`config.mk`:
```
export PLATFORM = sky130hd
export DESIGN_NAME = cps_control_pin_sequencer
export DESIGN_NICKNAME = d
export VERILOG_FILES = /design/src/cps_pkg.sv /design/src/cps_control_pin_sequencer.sv
export VERILOG_INCLUDE_DIRS = /design/src
export SDC_FILE = /design/constraint.sdc
export NUM_CORES = 1
export LEC_CHECK = 0
export ABC_AREA = 1
export BUFFER_PORTS_ARGS = -buffer_cell sky130_fd_sc_hd__clkbuf_2
export CORE_ASPECT_RATIO = 1.1
export CORE_MARGIN = 5
export CORE_UTILIZATION = 30
export DETAILED_ROUTE_END_ITERATION = 7
export HOLD_SLACK_MARGIN = 0.02
export PLACE_DENSITY_LB_ADDON = 0.1
export REMOVE_ABC_BUFFERS = 1
export SLEW_MARGIN = 0
export SYNTH_ARGS = -nofsm -noshare
export SYNTH_HDL_FRONTEND = slang
export SYNTH_SLANG_ARGS = --single-unit
```
`constraint.sdc`:
```
create_clock -name clk_sys -period 3.47 [get_ports clk_sys]
set_input_delay 0.347 -clock clk_sys [delete_from_list [all_inputs] [get_ports clk_sys]]
set_output_delay 0.347 -clock clk_sys [all_outputs]
set_load 0.05 [all_outputs]
```
`src/cps_regs.svh`:
```
`ifndef CPS_REGS_SVH
`define CPS_REGS_SVH
`define CPS_CLK_MHZ 200
`define CPS_RESET_TIME_MS 1
`define CPS_VALID_LOW_RST_NS 300
`define CPS_VALID_LOW_RST_CYC ((`CPS_VALID_LOW_RST_NS * `CPS_CLK_MHZ) / 1000)
`define CPS_I2C_READY_US 3500
`define CPS_I2C_READY_CYC (`CPS_I2C_READY_US * `CPS_CLK_MHZ)
`define CPS_RUN_MS 10
`define CPS_RUN_CYC (`CPS_RUN_MS * 1000 * `CPS_CLK_MHZ)
`define CPS_PDN_MIN_NS 800
`define CPS_PDN_MIN_CYC ((`CPS_PDN_MIN_NS * `CPS_CLK_MHZ + 999) / 1000)
`define CPS_PDN_VALID_US 725
`define CPS_PDN_VALID_CYC (`CPS_PDN_VALID_US * `CPS_CLK_MHZ)
`define CPS_FAULT_MIN_NS 350
`define CPS_FAULT_MIN_CYC ((`CPS_FAULT_MIN_NS * `CPS_CLK_MHZ + 999) / 1000)
`define CPS_FAULT_LOW_NS 350
`define CPS_FAULT_LOW_CYC ((`CPS_FAULT_LOW_NS * `CPS_CLK_MHZ) / 1000)
`define CPS_HEADPHONE_SELECT_MIN_NS 350
`define CPS_HEADPHONE_SELECT_MIN_CYC ((`CPS_HEADPHONE_SELECT_MIN_NS * `CPS_CLK_MHZ + 999) / 1000)
`define CPS_RAMP_STEPS_RST 16'h0400
`define CPS_STEP_LR_NORMAL 4
`define CPS_STEP_LR_DOUBLE 8
`define CPS_STEP_LR_QUAD 16
`define CPS_HP_DISABLE_BIT 4
`endif

```
`src/cps_pkg.sv`:
```
package cps_pkg;
	typedef enum logic [1:0] {CPS_RATE_NORMAL, CPS_RATE_DOUBLE, CPS_RATE_QUAD}
		cps_rate_t;
	typedef enum {CPS_ST_RESET, CPS_ST_WAIT_I2C, CPS_ST_IDLE, CPS_ST_START,
		CPS_ST_RUN, CPS_ST_PDN_DRAIN, CPS_ST_DOWN} cps_state_t;
	typedef enum {CPS_F_OK, CPS_F_HOLD} cps_fault_t;
	// Configuration values that the control port hands to this block.
	typedef struct packed {
		logic [15:0] ramp_steps;
		logic [15:0] fault_hold_cyc;
		logic [7:0] hp_config;
		cps_rate_t rate;
	} cps_cfg_t;
	// Status reported back to the control port.
	typedef struct packed {
		logic i2c_ready;
		logic running;
		logic ramp_busy;
		logic fault_active;
	} cps_stat_t;
endpackage

```
`src/cps_control_pin_sequencer.sv`:
```
`timescale 1ns/1ps
`include "cps_regs.svh"
// What this block and the parts driving its pins must do
// RULE_01: Controller holds reset low about 1 ms for a valid reset.
// RULE_02: Reset drives power-stage enable low within about 300 ns.
// RULE_03: Control port usable only 3.5 ms after reset release.
// RULE_04: After start-up command allow at least 10 ms before normal run.
// RULE_05: Controller holds power-down low at least 800 ns to register.
// RULE_06: Power-down drops power-stage enable after about 725 us.
// RULE_07: Power stage reports fault by driving fault low at least 350 ns.
// RULE_08: Within 350 ns of fault, all speaker PWM outputs forced low.
// RULE_09: Hold forced-low for programmed time, resume only if fault cleared.
// RULE_10: Mute ramp lasts programmed steps times step size, default 1024.
// RULE_11: Ramp step is 4, 8 or 16 frame clocks per rate group.
// RULE_12: Controller holds headphone-select at least 350 ns for a change.
// RULE_13: With config bit 4 set, headphone select low disables HEADPHONE_PWM_OUT.
// RULE_14: Power-stage enable stays low until start-up sequence completes.
module cps_control_pin_sequencer
	import cps_pkg::*;
#(
	parameter int I2C_READY_CYC = `CPS_I2C_READY_CYC,
	parameter int RUN_CYC = `CPS_RUN_CYC,
	parameter int PDN_VALID_CYC = `CPS_PDN_VALID_CYC
)(
	input wire logic clk_sys,
	input wire logic resetn,
	input wire logic power_down_n,
	input wire logic backend_fault_n,
	input wire logic headphone_select,
	input wire logic mute,
	input wire logic lrclk_tick,
	input wire logic startup_cmd,
	input wire cps_cfg_t cfg,
	output logic power_stage_valid,
	output logic speaker_pwm_enable,
	output logic headphone_pwm_out,
	output logic [15:0] volume_step,
	output cps_stat_t status
);
	localparam int CW = 32;
	cps_state_t state;
	cps_fault_t fstate;
	logic [CW-1:0] tmr;
	logic [7:0] pdn_cnt;
	logic [7:0] flt_cnt;
	logic [7:0] hp_cnt;
	logic pdn_req;
	logic fault_seen;
	logic hp_sel;
	logic [15:0] fhold;
	logic [4:0] lr_cnt;
	logic [4:0] step_len;
	logic fault_now;

	// Power-down is taken only after it stays low for the minimum width.
	always_ff @(posedge clk_sys or negedge resetn)
	begin
		if (!resetn)
			pdn_cnt <= 8'h00;
		else if (power_down_n)
			pdn_cnt <= 8'h00;
		else if (pdn_cnt < 8'(`CPS_PDN_MIN_CYC)) // RULE_05
			pdn_cnt <= pdn_cnt + 8'h01;
	end
	assign pdn_req = (pdn_cnt >= 8'(`CPS_PDN_MIN_CYC)); // RULE_05

	// Main sequence; reset forces the enable low asynchronously.
	always_ff @(posedge clk_sys or negedge resetn)
	begin
		if (!resetn)
		begin
			state <= CPS_ST_RESET;
			tmr <= '0;
		end
		else if (pdn_req && state != CPS_ST_PDN_DRAIN && state != CPS_ST_DOWN)
		begin
			state <= CPS_ST_PDN_DRAIN;
			tmr <= '0;
		end
		else
		begin
			tmr <= tmr + 1'b1;
			unique case (state)
				CPS_ST_RESET:
				begin
					state <= CPS_ST_WAIT_I2C;
					tmr <= '0;
				end
				CPS_ST_WAIT_I2C:
					if (tmr >= CW'(I2C_READY_CYC - 1)) // RULE_03
						state <= CPS_ST_IDLE;
				CPS_ST_IDLE:
					if (startup_cmd)
					begin
						state <= CPS_ST_START;
						tmr <= '0;
					end
				CPS_ST_START:
					if (tmr >= CW'(RUN_CYC - 1)) // RULE_04
						state <= CPS_ST_RUN;
				CPS_ST_RUN:
					tmr <= '0;
				CPS_ST_PDN_DRAIN:
					if (tmr >= CW'(PDN_VALID_CYC - 1)) // RULE_06
						state <= CPS_ST_DOWN;
				CPS_ST_DOWN:
					if (power_down_n)
					begin
						state <= CPS_ST_IDLE;
						tmr <= '0;
					end
			endcase
		end
	end

	// Enable is high only in run or while power-down drains out.
	always_ff @(posedge clk_sys or negedge resetn)
	begin
		if (!resetn)
			power_stage_valid <= 1'b0; // RULE_02
		else
			power_stage_valid <= (state == CPS_ST_RUN) || // RULE_14
				(state == CPS_ST_PDN_DRAIN && power_stage_valid); // RULE_06
	end

	// Fault filter: a glitch sampled low at fewer than two clock edges is ignored.
	always_ff @(posedge clk_sys or negedge resetn)
	begin
		if (!resetn)
			flt_cnt <= 8'h00;
		else if (backend_fault_n)
			flt_cnt <= 8'h00;
		else if (flt_cnt < 8'(`CPS_FAULT_MIN_CYC)) // RULE_07
			flt_cnt <= flt_cnt + 8'h01;
	end
	// Acting one cycle into the fault keeps the output drop well inside 350 ns.
	assign fault_now = !backend_fault_n && flt_cnt >= 8'h01; // RULE_08
	assign fault_seen = fault_now;

	// Fault hold: speaker outputs stay low for the programmed time, then retry.
	always_ff @(posedge clk_sys or negedge resetn)
	begin
		if (!resetn)
		begin
			fstate <= CPS_F_OK;
			fhold <= 16'h0000;
		end
		else
			unique case (fstate)
				CPS_F_OK:
					if (fault_seen)
					begin
						fstate <= CPS_F_HOLD; // RULE_08
						fhold <= 16'h0000;
					end
				CPS_F_HOLD:
					if (fhold < cfg.fault_hold_cyc)
						fhold <= fhold + 16'h0001;
					else if (backend_fault_n)
						fstate <= CPS_F_OK; // RULE_09
			endcase
	end

	// Speaker outputs run only in normal operation and outside a fault.
	always_ff @(posedge clk_sys or negedge resetn)
	begin
		if (!resetn)
			speaker_pwm_enable <= 1'b0;
		else
			speaker_pwm_enable <= (state == CPS_ST_RUN) && !fault_seen &&
				(fstate == CPS_F_OK); // RULE_08
	end

	// Step length in frame clocks picked from the sample-rate group.
	always_comb
	begin
		unique case (cfg.rate)
			CPS_RATE_DOUBLE: step_len = 5'(`CPS_STEP_LR_DOUBLE); // RULE_11
			CPS_RATE_QUAD: step_len = 5'(`CPS_STEP_LR_QUAD); // RULE_11
			default: step_len = 5'(`CPS_STEP_LR_NORMAL); // RULE_11
		endcase
	end

	// Volume ramp: one step every step_len frame clocks toward the target.
	always_ff @(posedge clk_sys or negedge resetn)
	begin
		if (!resetn)
		begin
			lr_cnt <= 5'h00;
			volume_step <= 16'h0000;
		end
		else if (lrclk_tick)
		begin
			if (lr_cnt >= step_len - 5'h01)
			begin
				lr_cnt <= 5'h00;
				if (mute && volume_step != 16'h0000)
					volume_step <= volume_step - 16'h0001; // RULE_10
				else if (!mute && volume_step < cfg.ramp_steps)
					volume_step <= volume_step + 16'h0001; // RULE_10
				else if (volume_step > cfg.ramp_steps)
					volume_step <= cfg.ramp_steps;
			end
			else
				lr_cnt <= lr_cnt + 5'h01;
		end
	end

	// Headphone select is taken only after it is steady for the minimum width.
	always_ff @(posedge clk_sys or negedge resetn)
	begin
		if (!resetn)
		begin
			hp_cnt <= 8'h00;
			hp_sel <= 1'b0;
		end
		else if (headphone_select == hp_sel)
			hp_cnt <= 8'h00;
		else if (hp_cnt >= 8'(`CPS_HEADPHONE_SELECT_MIN_CYC - 1)) // RULE_12
		begin
			hp_sel <= headphone_select;
			hp_cnt <= 8'h00;
		end
		else
			hp_cnt <= hp_cnt + 8'h01;
	end

	// Headphone line output gated by select only when config bit 4 is set.
	always_ff @(posedge clk_sys or negedge resetn)
	begin
		if (!resetn)
			headphone_pwm_out <= 1'b0;
		else
			headphone_pwm_out <= (state == CPS_ST_RUN) &&
				(hp_sel || !cfg.hp_config[`CPS_HP_DISABLE_BIT]); // RULE_13
	end

	// Status flags for the control port.
	always_ff @(posedge clk_sys or negedge resetn)
	begin
		if (!resetn)
			status <= '0;
		else
		begin
			status.i2c_ready <= (state != CPS_ST_RESET) &&
				(state != CPS_ST_WAIT_I2C); // RULE_03
			status.running <= (state == CPS_ST_RUN);
			status.ramp_busy <= mute ? (volume_step != 16'h0000) :
				(volume_step != cfg.ramp_steps);
			status.fault_active <= (fstate == CPS_F_HOLD);
		end
	end

	reset_low_a: assert property (@(posedge clk_sys) // RULE_02
		!resetn |=> !power_stage_valid)
		else $error("enable high after reset");
	i2c_wait_a: assert property (@(posedge clk_sys) disable iff (!resetn) // RULE_03
		$rose(status.i2c_ready) && $past(state) == CPS_ST_IDLE |->
		$past(tmr) >= CW'(I2C_READY_CYC))
		else $error("control port ready too early");
	start_wait_a: assert property (@(posedge clk_sys) disable iff (!resetn) // RULE_04
		(state == CPS_ST_IDLE && startup_cmd && !pdn_req) |=>
		state == CPS_ST_START [*8])
		else $error("start-up interval cut short");
	pdn_width_a: assert property (@(posedge clk_sys) disable iff (!resetn) // RULE_05
		$rose(pdn_req) |-> !$past(power_down_n))
		else $error("power-down taken without low input");
	pdn_drop_a: assert property (@(posedge clk_sys) disable iff (!resetn) // RULE_06
		(state == CPS_ST_DOWN) |=> !power_stage_valid)
		else $error("enable high after power-down");
	fault_drop_a: assert property (@(posedge clk_sys) disable iff (!resetn) // RULE_08
		(!backend_fault_n [*2]) |=> !speaker_pwm_enable)
		else $error("speaker outputs not forced low");
	fault_resume_a: assert property (@(posedge clk_sys) disable iff (!resetn) // RULE_09
		(fstate == CPS_F_HOLD && !backend_fault_n) |=> fstate == CPS_F_HOLD)
		else $error("resumed with fault present");
	ramp_step_a: assert property (@(posedge clk_sys) disable iff (!resetn) // RULE_11
		(volume_step != $past(volume_step)) |-> $past(lrclk_tick))
		else $error("ramp step without frame tick");
	hp_gate_a: assert property (@(posedge clk_sys) disable iff (!resetn) // RULE_13
		(cfg.hp_config[`CPS_HP_DISABLE_BIT] && !hp_sel) |=> !headphone_pwm_out)
		else $error("headphone output not disabled");
	enable_gate_a: assert property (@(posedge clk_sys) disable iff (!resetn) // RULE_14
		$rose(power_stage_valid) |-> $past(state) == CPS_ST_RUN)
		else $error("enable before start-up done");
	run_c: cover property (@(posedge clk_sys) disable iff (!resetn)
		$rose(power_stage_valid));
	fault_c: cover property (@(posedge clk_sys) disable iff (!resetn)
		fstate == CPS_F_HOLD ##1 fstate == CPS_F_OK);
	pdn_c: cover property (@(posedge clk_sys) disable iff (!resetn)
		state == CPS_ST_DOWN);
endmodule

```
## Word-level counts from Yosys, hierarchy flattened

Index checks and enable logic that the tools add are counted.
Widths: inputs -> output; s select.

- Latch bits: 0
- Memories kept: 0
- Bits of input ports: 50
- RAM bits: 0
- Memory bits (read-only): 0
- Flip-flop bits (word level): 165

- Magnitude comparators: 12
- Muxes and demuxes: 30
- Reduce and logical (&&, ||, !) cells: 31
- Divide/modulo/power cells: 0
- Multipliers: 0
- Equal/unequal tests: 26
- Add/subtract/negate cells: 9
- Bitwise operators: 1
- Shifts and indexed selects: 0

Operator list:

| kind | number |
|---|---|
| $mux 32 | 12 |
| $pmux 32 s6 | 1 |
| $eq 32x2->1 const B | 3 |
| $eq 32x3->1 const B | 3 |
| $logic_not 32->1 | 3 |
| $pmux 32 s3 | 1 |
| $mux 16 | 5 |
| $eq 32x1->1 const B | 2 |
| $eq 32x4->1 const B | 2 |
| $ne 32x4->1 const B | 2 |
| $pmux 32 s2 | 1 |
| $mux 8 | 6 |
| $add 16x1->16 const B | 2 |
| $add 32x1->32 const B | 1 |
| $ge 32x18->1 const B | 1 |
| $ge 32x20->1 const B | 1 |
| $ge 32x21->1 const B | 1 |
| $lt 16x16->1 | 2 |
| $ne 32x2->1 const B | 1 |
| $pmux 16 s2 | 1 |
| $reduce_bool 32->1 | 1 |
| $add 8x1->8 const B | 3 |
| $gt 16x16->1 | 1 |
| $ne 16x16->1 | 1 |
| 29 further kinds | 52 |

## Logic depth before layout (Yosys ltp)

Gate-level depths: netlist (run 1).

- Depth after elaboration: 5
- Depth in mapped cells: 17

## Worst setup path after synthesis (run 1)

OpenSTA, ideal clock, no wires.

- Path kind: register -> register
- Start point: reg volume_step[11]
- End point: reg volume_step[11]
- Slack: 1166 ps
- Arrival: 2237 ps
- Cell stages (with the launch flop): 12
- Cells stage by stage: dfrtp_1 ha_1 a21oi_1 a21oi_1 nor2_2 nand3_4 nand2_2 nor2_1 nor2_4 buf_6 nand2_1 nand2_1

- Longest elaborated chain between the ends: 4

RTL lines:

| element | RTL line | RTL |
|---|---|---|
| start: declaration | cps_control_pin_sequencer.sv:37 | `output logic [15:0] volume_step,` |
| start signal: assignment | cps_control_pin_sequencer.sv:198 | `volume_step <= volume_step - 16'h0001;` |
| start signal: assignment | cps_control_pin_sequencer.sv:200 | `volume_step <= volume_step + 16'h0001;` |
| start signal: assignment | cps_control_pin_sequencer.sv:202 | `volume_step <= cfg.ramp_steps;` |
| $lt 16x16->1 or $reduce_bool 16->1 (tied branches) | cps_control_pin_sequencer.sv:199, cps_control_pin_sequencer.sv:197 |  |
| $logic_and 1x1->1, on equally long branches | cps_control_pin_sequencer.sv:199, cps_control_pin_sequencer.sv:197 |  |
| $reduce_bool 3->1 (no line) or $mux 16 (tied branches) | - |  |
| $reduce_and 3->1 (no line) or $mux 16 (tied branches) | - |  |

Parallel ways exist; a longest one is shown, timed or not.
A chain may end at the register's enable or synchronous reset.

## Worst setup path after layout (run 1)

- Start point: reg volume_step[2]
- End point: reg volume_step[12]

Same word-level chain as after synthesis.

==> results of run 1 <==
==> cell families (layout without fill, tap and decap cells) <==
| family | count (synthesis) | in the layout |
|---|---|---|
| AND/OR/NAND/NOR | 596 | 596 |
| buffers and inverters | 175 | 246 |
| AO/OA/AOI/OAI | 117 | 117 |
| flip-flops | 105 | 105 |
| adder cells (fa/ha/maj) | 51 | 51 |
| XOR/XNOR | 33 | 33 |
| other | 1 | 1 |
==> worst register-to-register path, stage by stage (launching register included) <==
cell and delay [ns]:
dfrtp_1 0.58, ha_1 0.31, nand2_1 0.06, inv_1 0.05, nand2_1 0.05, nand2_1 0.05
nand2_1 0.07, nand2_1 0.05, nand2_1 0.18, nand3_4 0.26, nand2_2 0.18, nor2_1 0.08
nor2_4 0.37, nand2_1 0.11, nand2_1 0.07
==> cells in the mapped netlist, types with 4 or more instances <==
library cell / count / area share
nand2_1: 272 / 0.14
nor4_1: 5 / 0.0042
nand4_1: 26 / 0.022
nand3b_1: 5 / 0.0050
nor3_1: 27 / 0.018
nand2_2: 4 / 0.0033
a21oi_1: 50 / 0.033
dfrtp_1: 105 / 0.35
o21a_1: 4 / 0.0040
inv_1: 154 / 0.077
nand3_1: 83 / 0.055
ha_1: 51 / 0.085
o21ai_0: 43 / 0.029
buf_2: 11 / 0.0073
nor2_1: 150 / 0.075
nor2_4: 7 / 0.010
nor3b_1: 5 / 0.0050
a211oi_1: 5 / 0.0050
xor2_1: 32 / 0.037
==> worst max-delay path by stage <==
stage                                            from                          end  slack (ns)  cells past startpoint
after global routing       volume_step[2]$_DFFE_PN0P_   volume_step[9]$_DFFE_PN0P_        0.62                     14
after CTS                 volume_step[11]$_DFFE_PN0P_  volume_step[12]$_DFFE_PN0P_        0.86                     10
final                      volume_step[2]$_DFFE_PN0P_  volume_step[12]$_DFFE_PN0P_        0.94                     14
after global placement                        cfg[41]  volume_step[10]$_DFFE_PN0P_        0.87                     12
after floorplan           volume_step[11]$_DFFE_PN0P_   volume_step[6]$_DFFE_PN0P_        1.10                     10
after detailed placement                      cfg[41]  volume_step[12]$_DFFE_PN0P_        0.87                     12
==> per-stage QoR <==
step / instances / setup slack, ns
after floorplan: 1060 / 1.10
final: 1459 / 0.940
after detailed placement: 1443 / 0.870
after global routing: 1459 / 0.618
after global placement: 1443 / 0.869
after CTS: 1459 / 0.864
==> flip-flops by register name, indices dropped and copies added, names as in the netlist <==
signal / flops
tmr: 32
fhold: 16
volume_step: 16
flt_cnt: 8
hp_cnt: 8
pdn_cnt: 8
lr_cnt: 5
status: 4
state: 3
fstate: 1
headphone_pwm_out: 1
hp_sel: 1
power_stage_valid: 1
speaker_pwm_enable: 1
==> report_power, final <==
part	switching (mW)	internal, mW	leakage, nW
logic	1.80	0.826	2.81
registers	0.367	1.47	1.40
clock network	0.513	0.570	0.148
==> layer usage <==
| layer | routed length, um | part of all wire |
|---|---|---|
| met1 | 9060 | 0.47 |
| met2 | 9210 | 0.48 |
| met3 | 612 | 0.032 |
| met4 | 352 | 0.018 |
| met5 | 0 | 0 |
==> layout make-up <==
type	instances	area share
multi-input combinational	798	0.493
sequential	105	0.309
inverter	157	0.0692
timing repair buffer	74	0.0482
tap	310	0.0455
clock buffer	9	0.0264
clock inverter	6	0.00896
==> repair_timing <==
action / CTS / global route
endpoints found under the hold margin: 6 / 0
setup endpoints to repair: 0 / 0
setup buffers: 0 / 0
hold buffers: 1 / 0
==> metrics.txt, run 1 <==
async set or reset register ratio after synthesis=1.00; Worst Path Arrival=2.82 ns; Tcrit/Tclk final=0.729; post-layout util=0.347; Die Y=176 um; Clock Sinks=105; Compound-Gate Fraction of Synth Area=0.0869; cell repeated most along the worst path=nand2_1; area delta synth->final=13.3%; Worst-Skew Late Latency=0.35 ns; TritonRoute pass-1 iters=4; Final nets=1246; routed vias/inst=4.68; worst slew pin tran=0.853 ns; top_reg_cell synth=dfrtp_1; clk slew on worst S/H paths=0.08 ns; adder-cell area share of the yosys netlist=0.0849; relative slew slack=0.430; via count=6829; critical path's top delay family=simple AND/OR/NAND/NOR gates; Post-Route WL=19.2 mm; Chip Width=161 um; IR drop worst, VDD=402 uV; GRT Total Usage=0.141; final hold viol count=0; number of CTS-inserted buffers=9; Reg-to-Reg Start=volume_step[2]$_DFFE_PN0P_; initial antenna violation count=0; Filler cells=2665; Iteration-0 DRC Markers=254; Root Driver=clkbuf_16; Cells on Worst Hold Path=2; row cnt=60; Hold Slack=0.163 ns; post_cts resized=0; setup TNS=0 ns; GRT overflow=0; min-delay src=cfg[6]; WL/cell=13.2 um; Static Leak=4.36 nW; met3 Use GR=0.0247; Fmax=0.395 GHz; Ant. Diodes=0; M2 GR Usage=0.248; top-level port count=73; first-pass GRT wire length=33.1 mm; Setup CP Type=reg -> reg; WP buf/inv=1; Worst Hold Path EP=headphone_pwm_out$_DFF_PN0_; simple-gate share of the synthesized area=0.348; routability cong.=0.822; Min Clock Period, post-route=2.53 ns; gr busiest metal=met2; mux cell area share after synthesis=0; Mapped Area=0.00752 mm2; Core Region=0.0245 mm2; largest family of logic cells by synthesized area=simple AND/OR/NAND/NOR gates; MaxCap Viol Count=0; r2r setup slk=0.94 ns; CTS tree=built; Clock Skews=0.00966 ns; Tot Pwr=5.55 mW; ANT nets after route=0; cell count after synthesis=1078; sequential area share after synthesis=0.350; commonest non-fill, non-tap cell in the layout=nand2_1; FF+latch area=0.00263 mm2; RSZ-0062 raised after global routing=false; Synth Register Bits=105; Cell Area, Placed=0.00820 mm2; Crit Path Max Fanout=18; Die ar.=0.0283 mm2; Power Dens Cells=652 mW/mm2; # port buffers=65; Worst path slowest cell=dfrtp_1; initial core utilization=0.306; share of cells above drive strength 1=0.0992; status=finished, final reports clean; # setup viols final=0; hpwl dp=14.4 mm; Required @ worst endpoint=3.76 ns; CP cell instances=ha_1, nand2_1, inv_1, nand2_1, nand2_1, nand2_1, nand2_1, nand2_1, nand3_4, nand2_2, nor2_1, nor2_4, nand2_1, nand2_1; final instance area=0.00852 mm2; largest net degree at the start of global routing=57; Synth Warn #=0; number of synthesized flops with an enable pin=0; Synth Area in XOR/XNOR=0.0385; leading cell types in the layout, fill and taps excluded=272 x nand2_1, 154 x inv_1, 150 x nor2_1; FF-to-FF End=volume_step[12]$_DFFE_PN0P_; H-tree depth=3; mean post-synth cell area=6.97 um2; Slew Limit Fails=0; class of the worst hold path=in -> reg; GR Util met1=0.177; number of global-route vias before repair=6789; max incr delay on CP=0.58 ns; crit end category=register; Worst R2R Path Depth=14; critical path launch point type=register; Synth cell types=46; Clock Tree Buf Depth=2; # DRC=0; area of the multi-input gates=0.00420 mm2
(Power assumes the default switching activity.)
==> run 2: changes to the inputs <==
==> constraint.sdc (replaced) <==
create_clock -name clk_sys -period 2.3 [get_ports clk_sys]
set_input_delay 0.23 -clock clk_sys [delete_from_list [all_inputs] [get_ports clk_sys]]
set_output_delay 0.23 -clock clk_sys [all_outputs]
set_load 0.05 [all_outputs]
==> run 2 against run 1 <==
  * Flip-flop and latch count unchanged
  * Final cell count up 2.2%
  * Largest cell class unchanged
  * Combinational power up 73%
  * Fmax up 19%
  * Sequential share of layout area down 1.0 points
  * Setup slack worse by 0.76 ns
  * Worst hold slack worse by 0.078 ns
  * Global-route usage up 0.33 points
  * Clock skew up 0.0023 ns
  * Clock power up 47%
  * Critical path depth down 3
  * Cell area up 3.5%
==> metrics.txt, run 2 (same netlist as run 1, synthesis figures left out) <==
via count=6839 (+0.15%); Regs by FF count=tmr (32), fhold (16), volume_step (16); Min Clock Period, post-route=2.12 ns (-0.406 ns); FF-to-FF End=volume_step[0]$_DFFE_PN0P_; GRT overflow=0 (unchanged); Root Driver=clkbuf_16; # DRC=0 (unchanged); Slew Limit Fails=0 (unchanged); Largest register FFs=32 (unchanged); status=finished, final reports clean; Worst Path Arrival=2.37 ns (-0.45 ns); worst slew pin tran=0.559 ns (-0.294 ns); Chip Width=161 um (unchanged); min-delay src=power_down_n; Ant. Diodes=0 (unchanged); Power Dens Cells=991 mW/mm2 (+52%); row cnt=60 (unchanged); Clock Tree Buf Depth=2 (unchanged); GRT Total Usage=0.144 (+0.00329); critical path launch point type=register; hpwl dp=15.2 mm (+5.2%); Fmax=0.471 GHz (+19%); largest net degree at the start of global routing=39 (-32%); TritonRoute pass-1 iters=4 (unchanged); Iteration-0 DRC Markers=312 (+23%); Clock Skews=0.0120 ns (+0.00235 ns); Final nets=1277 (+2.5%); final hold viol count=0 (unchanged); Post-Route WL=19.7 mm (+2.5%); Worst-Skew Late Latency=0.36 ns (about the same); # setup viols final=0 (unchanged); leading cell types in the layout, fill and taps excluded=272 x nand2_1, 153 x inv_1, 149 x nor2_1; Die Y=176 um (unchanged); Reg-to-Reg Start=volume_step[13]$_DFFE_PN0P_; Worst R2R Path Depth=11 (-3); MaxCap Viol Count=0 (unchanged); IR drop worst, VDD=561 uV (+39%); relative slew slack=0.624 (+0.194); top-level port count=73 (unchanged); Tot Pwr=8.73 mW (+57%); RSZ-0062 raised after global routing=false; Tcrit/Tclk final=0.923 (+0.194); Required @ worst endpoint=2.55 ns (-1.21 ns); initial core utilization=0.306 (unchanged); post-layout util=0.359 (+0.0120); routability cong.=0.825 (+0.32%); Crit Path Max Fanout=16 (-2); Core Region=0.0245 mm2 (unchanged); Cells on Worst Hold Path=2 (unchanged); crit end category=register; class of the worst hold path=in -> reg; r2r setup slk=0.18 ns (-0.76 ns); routed vias/inst=4.59 (-2.0%); initial antenna violation count=0 (unchanged); WL/cell=13.2 um (+0.35%); CTS tree=built; H-tree depth=3 (unchanged); # port buffers=65 (unchanged); Static Leak=4.52 nW (+3.7%); first-pass GRT wire length=33.7 mm (+1.7%); clk slew on worst S/H paths=0.08 ns (about the same); Die ar.=0.0283 mm2 (unchanged); Worst Hold Path EP=pdn_cnt[7]$_DFFE_PN0P_; Largest Register=tmr; number of global-route vias before repair=6871 (+1.2%); Clock Sinks=105 (unchanged); ANT nets after route=0 (unchanged); commonest non-fill, non-tap cell in the layout=nand2_1; number of CTS-inserted buffers=9 (unchanged); area delta synth->final=17.2%; share of cells above drive strength 1=0.126 (+0.0269); Setup CP Type=reg -> reg
## run 2: changes by cell type in the layout (fill, tap and decap cells not counted), sizes merged
| cell | change |
|---|---|
| clkinv | +1 |
| dlygate4sd3 | +1 |
| bufinv | -1 |
| buf | +30 |
| clkinvlp | +1 |
## run 2: layer usage
layer,vias up,share of wire,global-route usage
met5,-,0,0
met3,13,0.030,0.0280
met1,3080,0.47,0.185
li1,3657,-,-
met2,89,0.49,0.253
met4,0,0.0099,0.0281
## run 2: stage by stage
step | TNS (ns) | setup WS [ns] | hold WS [ns] | std cells | area (um2)
floorplan | -1.11 | -0.0710 | -0.0656 | 1060 | 7420
global placement | -0.186 | -0.0182 | 0.226 | 1470 | 8430
detailed placement | 0 | 0.00680 | 0.226 | 1470 | 8430
CTS | 0 | 0.00516 | 0.0691 | 1488 | 8750
global route | 0 | 0.0496 | 0.0840 | 1491 | 8810
finish | 0 | 0.176 | 0.0850 | 1491 | 8810
## run 2: critical path, cell delays in order (launching register included)
cell	delay, ns
dfrtp_1	0.39
ha_1	0.31
nand4_1	0.25
nor2_1	0.17
nand2_1	0.17
nand3_4	0.14
nand2_2	0.11
nor2_2	0.16
nor2_4	0.05
buf_12	0.15
nand2_1	0.07
nand2_1	0.05
## run 2: worst max path at each step
| stage | start | endpoint | slack [ns] | cells after the start |
|---|---|---|---|---|
| 6_report | volume_step[13]$_DFFE_PN0P_ | volume_step[0]$_DFFE_PN0P_ | 0.18 | 11 |
| 4_1_cts | volume_step[7]$_DFFE_PN0P_ | volume_step[0]$_DFFE_PN0P_ | 0.005 | 9 |
| 5_1_grt | volume_step[7]$_DFFE_PN0P_ | volume_step[0]$_DFFE_PN0P_ | 0.05 | 13 |
| 3_3_place_gp | cfg[33] | volume_step[2]$_DFFE_PN0P_ | -0.02 | 11 |
| 3_5_place_dp | cfg[33] | volume_step[0]$_DFFE_PN0P_ | 0.007 | 11 |
| 2_1_floorplan | volume_step[11]$_DFFE_PN0P_ | volume_step[6]$_DFFE_PN0P_ | -0.07 | 10 |
## run 2: cell type report
| cell class | instances | area [um2] |
|---|---|---|
| Fill cell | 2668 | 15700 |
| Timing Repair Buffer | 105 | 696 |
| Multi-Input combinational cell | 798 | 4210 |
| Clock buffer | 9 | 225 |
| Inverter | 157 | 593 |
| Tap cell | 310 | 388 |
| Sequential cell | 105 | 2630 |
| Clock inverter | 7 | 70.1 |
## run 2: what timing repair did
action                     4_1_cts  5_1_grt
setup endpoints to repair        0       16
buffers inserted                 0        3
hold buffers                     2        0
hold endpoints to repair        31        0
gates resized for setup          0        4
## run 2: power breakdown
group	internal [mW]	leakage, nW	switching [mW]
Clock	0.770	0.147	0.816
Sequential	2.23	1.40	0.363
Combinational	1.56	2.98	3.00
==> run 3: changes to the inputs <==
==> constraint.sdc (replaced) <==
create_clock -name clk_sys -period 2.3 [get_ports clk_sys]
set_input_delay 0.115 -clock clk_sys [delete_from_list [all_inputs] [get_ports clk_sys]]
set_output_delay 0.115 -clock clk_sys [all_outputs]
set_load 0.05 [all_outputs]
==> run 3 against run 2 <==
  * Non-clock buffer count is 3 higher
  * Combinational power is 2% higher
  * Utilization is 0.13 points higher
  * Sequential power hardly changed
  * Die area stayed put
  * Routed wire length is 0.33% higher
  * Fmax is 2.3% higher
  * Critical path depth stayed put
  * Count of clock-buffer cells in the layout is 1 higher
  * Flip-flop and latch count stayed put
  * Largest power group unchanged
==> metrics.txt, run 3 (same netlist as run 1, synthesis figures left out) <==
Slew Limit Fails=0 (unchanged); ANT nets after route=0 (unchanged); Reg-to-Reg Start=volume_step[7]$_DFFE_PN0P_; area of the multi-input gates=0.00420 mm2 (-0.15%); P_int=4.61 mW (+1.3%); Static Leak=4.54 nW (+0.43%); final hold viol count=0 (unchanged); Core Region=0.0245 mm2 (unchanged); Net Sw Frac=0.475 (-0.00378); Tcrit/Tclk final=0.903 (-0.0204); Worst R2R Path Depth=11 (unchanged); max incr delay on CP=0.38 ns (about the same); Post-Route WL=19.8 mm (+0.33%); Filler cells=2646 (-0.82%); min-delay src=headphone_select; Die ar.=0.0283 mm2 (unchanged); Die Y=176 um (unchanged); critical path launch point type=register; Clock power frac=0.180 (-0.002); WL/cell=13.2 um (+0.13%); post-layout util=0.360 (+0.00133); Worst Slack Setup Final=0.223 ns (+0.0470 ns); worst slew pin tran=0.564 ns (+0.00539 ns); cell repeated most along the worst path=nand2_1; routability cong.=0.811 (-1.7%); largest net degree at the start of global routing=39 (unchanged); r2r setup slk=0.22 ns (+0.05 ns); row cnt=60 (unchanged); Seq pwr share=0.294 (-0.003); Crit Path Max Fanout=12 (-4); relative slew slack=0.621 (-0.00362); CP cell instances=ha_1, nand2_1, nor2_1, nand4_1, nor3_2, a21oi_2, nor2_1, nor2_4, buf_12, nand2_1, nand2_1; top-level port count=73 (unchanged); TritonRoute pass-1 iters=5 (+1); Fmax=0.482 GHz (+2.3%); Root Driver=clkbuf_16; clk slew on worst S/H paths=0.08 ns (about the same); Ant. Diodes=0 (unchanged); Worst Path Arrival=2.33 ns (-0.04 ns); first-pass GRT wire length=33.5 mm (-0.82%); initial antenna violation count=0 (unchanged); Worst Hold Path EP=hp_sel$_DFFE_PN0P_; Final nets=1280 (+0.23%); Cell Area, Placed=0.00842 mm2 (about the same); MaxCap Viol Count=0 (unchanged); Worst path slowest cell=dfrtp_1; commonest non-fill, non-tap cell in the layout=nand2_1; leading cell types in the layout, fill and taps excluded=272 x nand2_1, 153 x inv_1, 150 x nor2_1; initial core utilization=0.306 (unchanged); share of cells above drive strength 1=0.125 (-0.00116); RSZ-0062 raised after global routing=false; FF+latch area=0.00263 mm2 (unchanged); Required @ worst endpoint=2.55 ns (about the same); Clock Sinks=105 (unchanged); Iteration-0 DRC Markers=340 (+9.0%); P_sw=4.17 mW (-0.18%); Power Dens Cells=993 mW/mm2 (+0.24%); GRT overflow=0 (unchanged); routed vias/inst=4.63 (+1.0%); Largest Register=tmr; logic gate share of total power=0.527 (+0.005); Regs by FF count=tmr (32), fhold (16), volume_step (16); # port buffers=65 (unchanged); Clock Tree Buf Depth=2 (unchanged); Place WS=-0.0157 ns (-0.0225 ns); Min Clock Period, post-route=2.08 ns (-0.0470 ns); # setup viols final=0 (unchanged); Chip Width=161 um (unchanged); Cells on Worst Hold Path=3 (+1); Clock Skews=0.0122 ns (+0.000176 ns); Post-Layout Cell Count=1494 (+0.20%); H-tree depth=3 (unchanged); # DRC=0 (unchanged); hpwl dp=15.2 mm (about the same); crit end category=register; CTS tree=built; class of the worst hold path=in -> reg; Worst-Skew Late Latency=0.36 ns (about the same); GRT Total Usage=0.143 (-0.00130); area delta synth->final=17.6%; FF-to-FF End=volume_step[1]$_DFFE_PN0P_; status=finished, final reports clean; number of CTS-inserted buffers=9 (unchanged); via count=6924 (+1.2%); final instance area=0.00884 mm2 (+0.37%); number of global-route vias before repair=6768 (-1.5%); DP Cell Count=1469 (-0.068%); Largest register FFs=32 (unchanged); Setup CP Type=reg -> reg; IR drop worst, VDD=689 uV (+23%); Tot Pwr=8.78 mW (+0.61%)
[run 3: repair_timing]
action                                  in CTS  in global routing
resized for setup                            0                  2
setup buffers                                2                  3
endpoints found under the hold margin       42                  0
hold buffers                                 4                  0
pin swaps                                    1                  1
endpoints found under the setup margin      16                 16
[run 3: through the flow]
step / hold slack [ns] / TNS, ns
floorplan: -0.181 / -1.11
global placement: 0.142 / -0.287
CTS: 0.0236 / 0
global route: 0.0416 / 0
detailed placement: 0.143 / -0.0492
finish: 0.0523 / 0
[run 3: final cells by class]
class / count / share of cell area
Clock buffer: 10 / 0.0270
Clock inverter: 6 / 0.00623
Inverter: 157 / 0.0671
Multi-Input combinational cell: 798 / 0.475
Sequential cell: 105 / 0.297
Tap cell: 310 / 0.0439
Timing Repair Buffer: 108 / 0.0832
[run 3: critical path: cells and delay by family (launching register included)]
family,cells,cell delay [ns]
adders and majority gates,1,0.29
DFF,1,0.38
buffers and inverters,1,0.15
AOI/OAI and AO/OA,1,0.09
and+or+nand+nor,8,1.04
[run 3: how the worst max path moves through the flow]
stage	from	to	slack, ns	cells after the start
3_3_place_gp	volume_step[7]$_DFFE_PN0P_	volume_step[6]$_DFFE_PN0P_	-0.03	9
5_1_grt	volume_step[7]$_DFFE_PN0P_	volume_step[15]$_DFFE_PN0P_	0.0002	13
2_1_floorplan	volume_step[11]$_DFFE_PN0P_	volume_step[6]$_DFFE_PN0P_	-0.07	10
4_1_cts	volume_step[7]$_DFFE_PN0P_	volume_step[1]$_DFFE_PN0P_	0.04	11
3_5_place_dp	volume_step[7]$_DFFE_PN0P_	volume_step[14]$_DFFE_PN0P_	-0.02	9
6_report	volume_step[7]$_DFFE_PN0P_	volume_step[1]$_DFFE_PN0P_	0.22	11
[run 3: power groups by stage]
| stage | Sequential, mW | Clock (mW) | Combinational [mW] |
|---|---|---|---|
| after global placement | 2.62 | 0 | 4.57 |
| after floorplan | 3.21 | 0 | 2.43 |
| after global routing | 2.64 | 1.72 | 5.24 |
| after detailed placement | 2.63 | 0 | 4.56 |
| final | 2.58 | 1.58 | 4.62 |
| after CTS | 2.59 | 1.66 | 4.62 |
[run 3: layer usage]
metal	track usage	up-vias	routed length, um
met1	0.184	3153	9430
met4	0.0363	0	329
li1	-	3658	-
met3	0.0233	19	618
met5	0	-	0
met2	0.250	94	9410
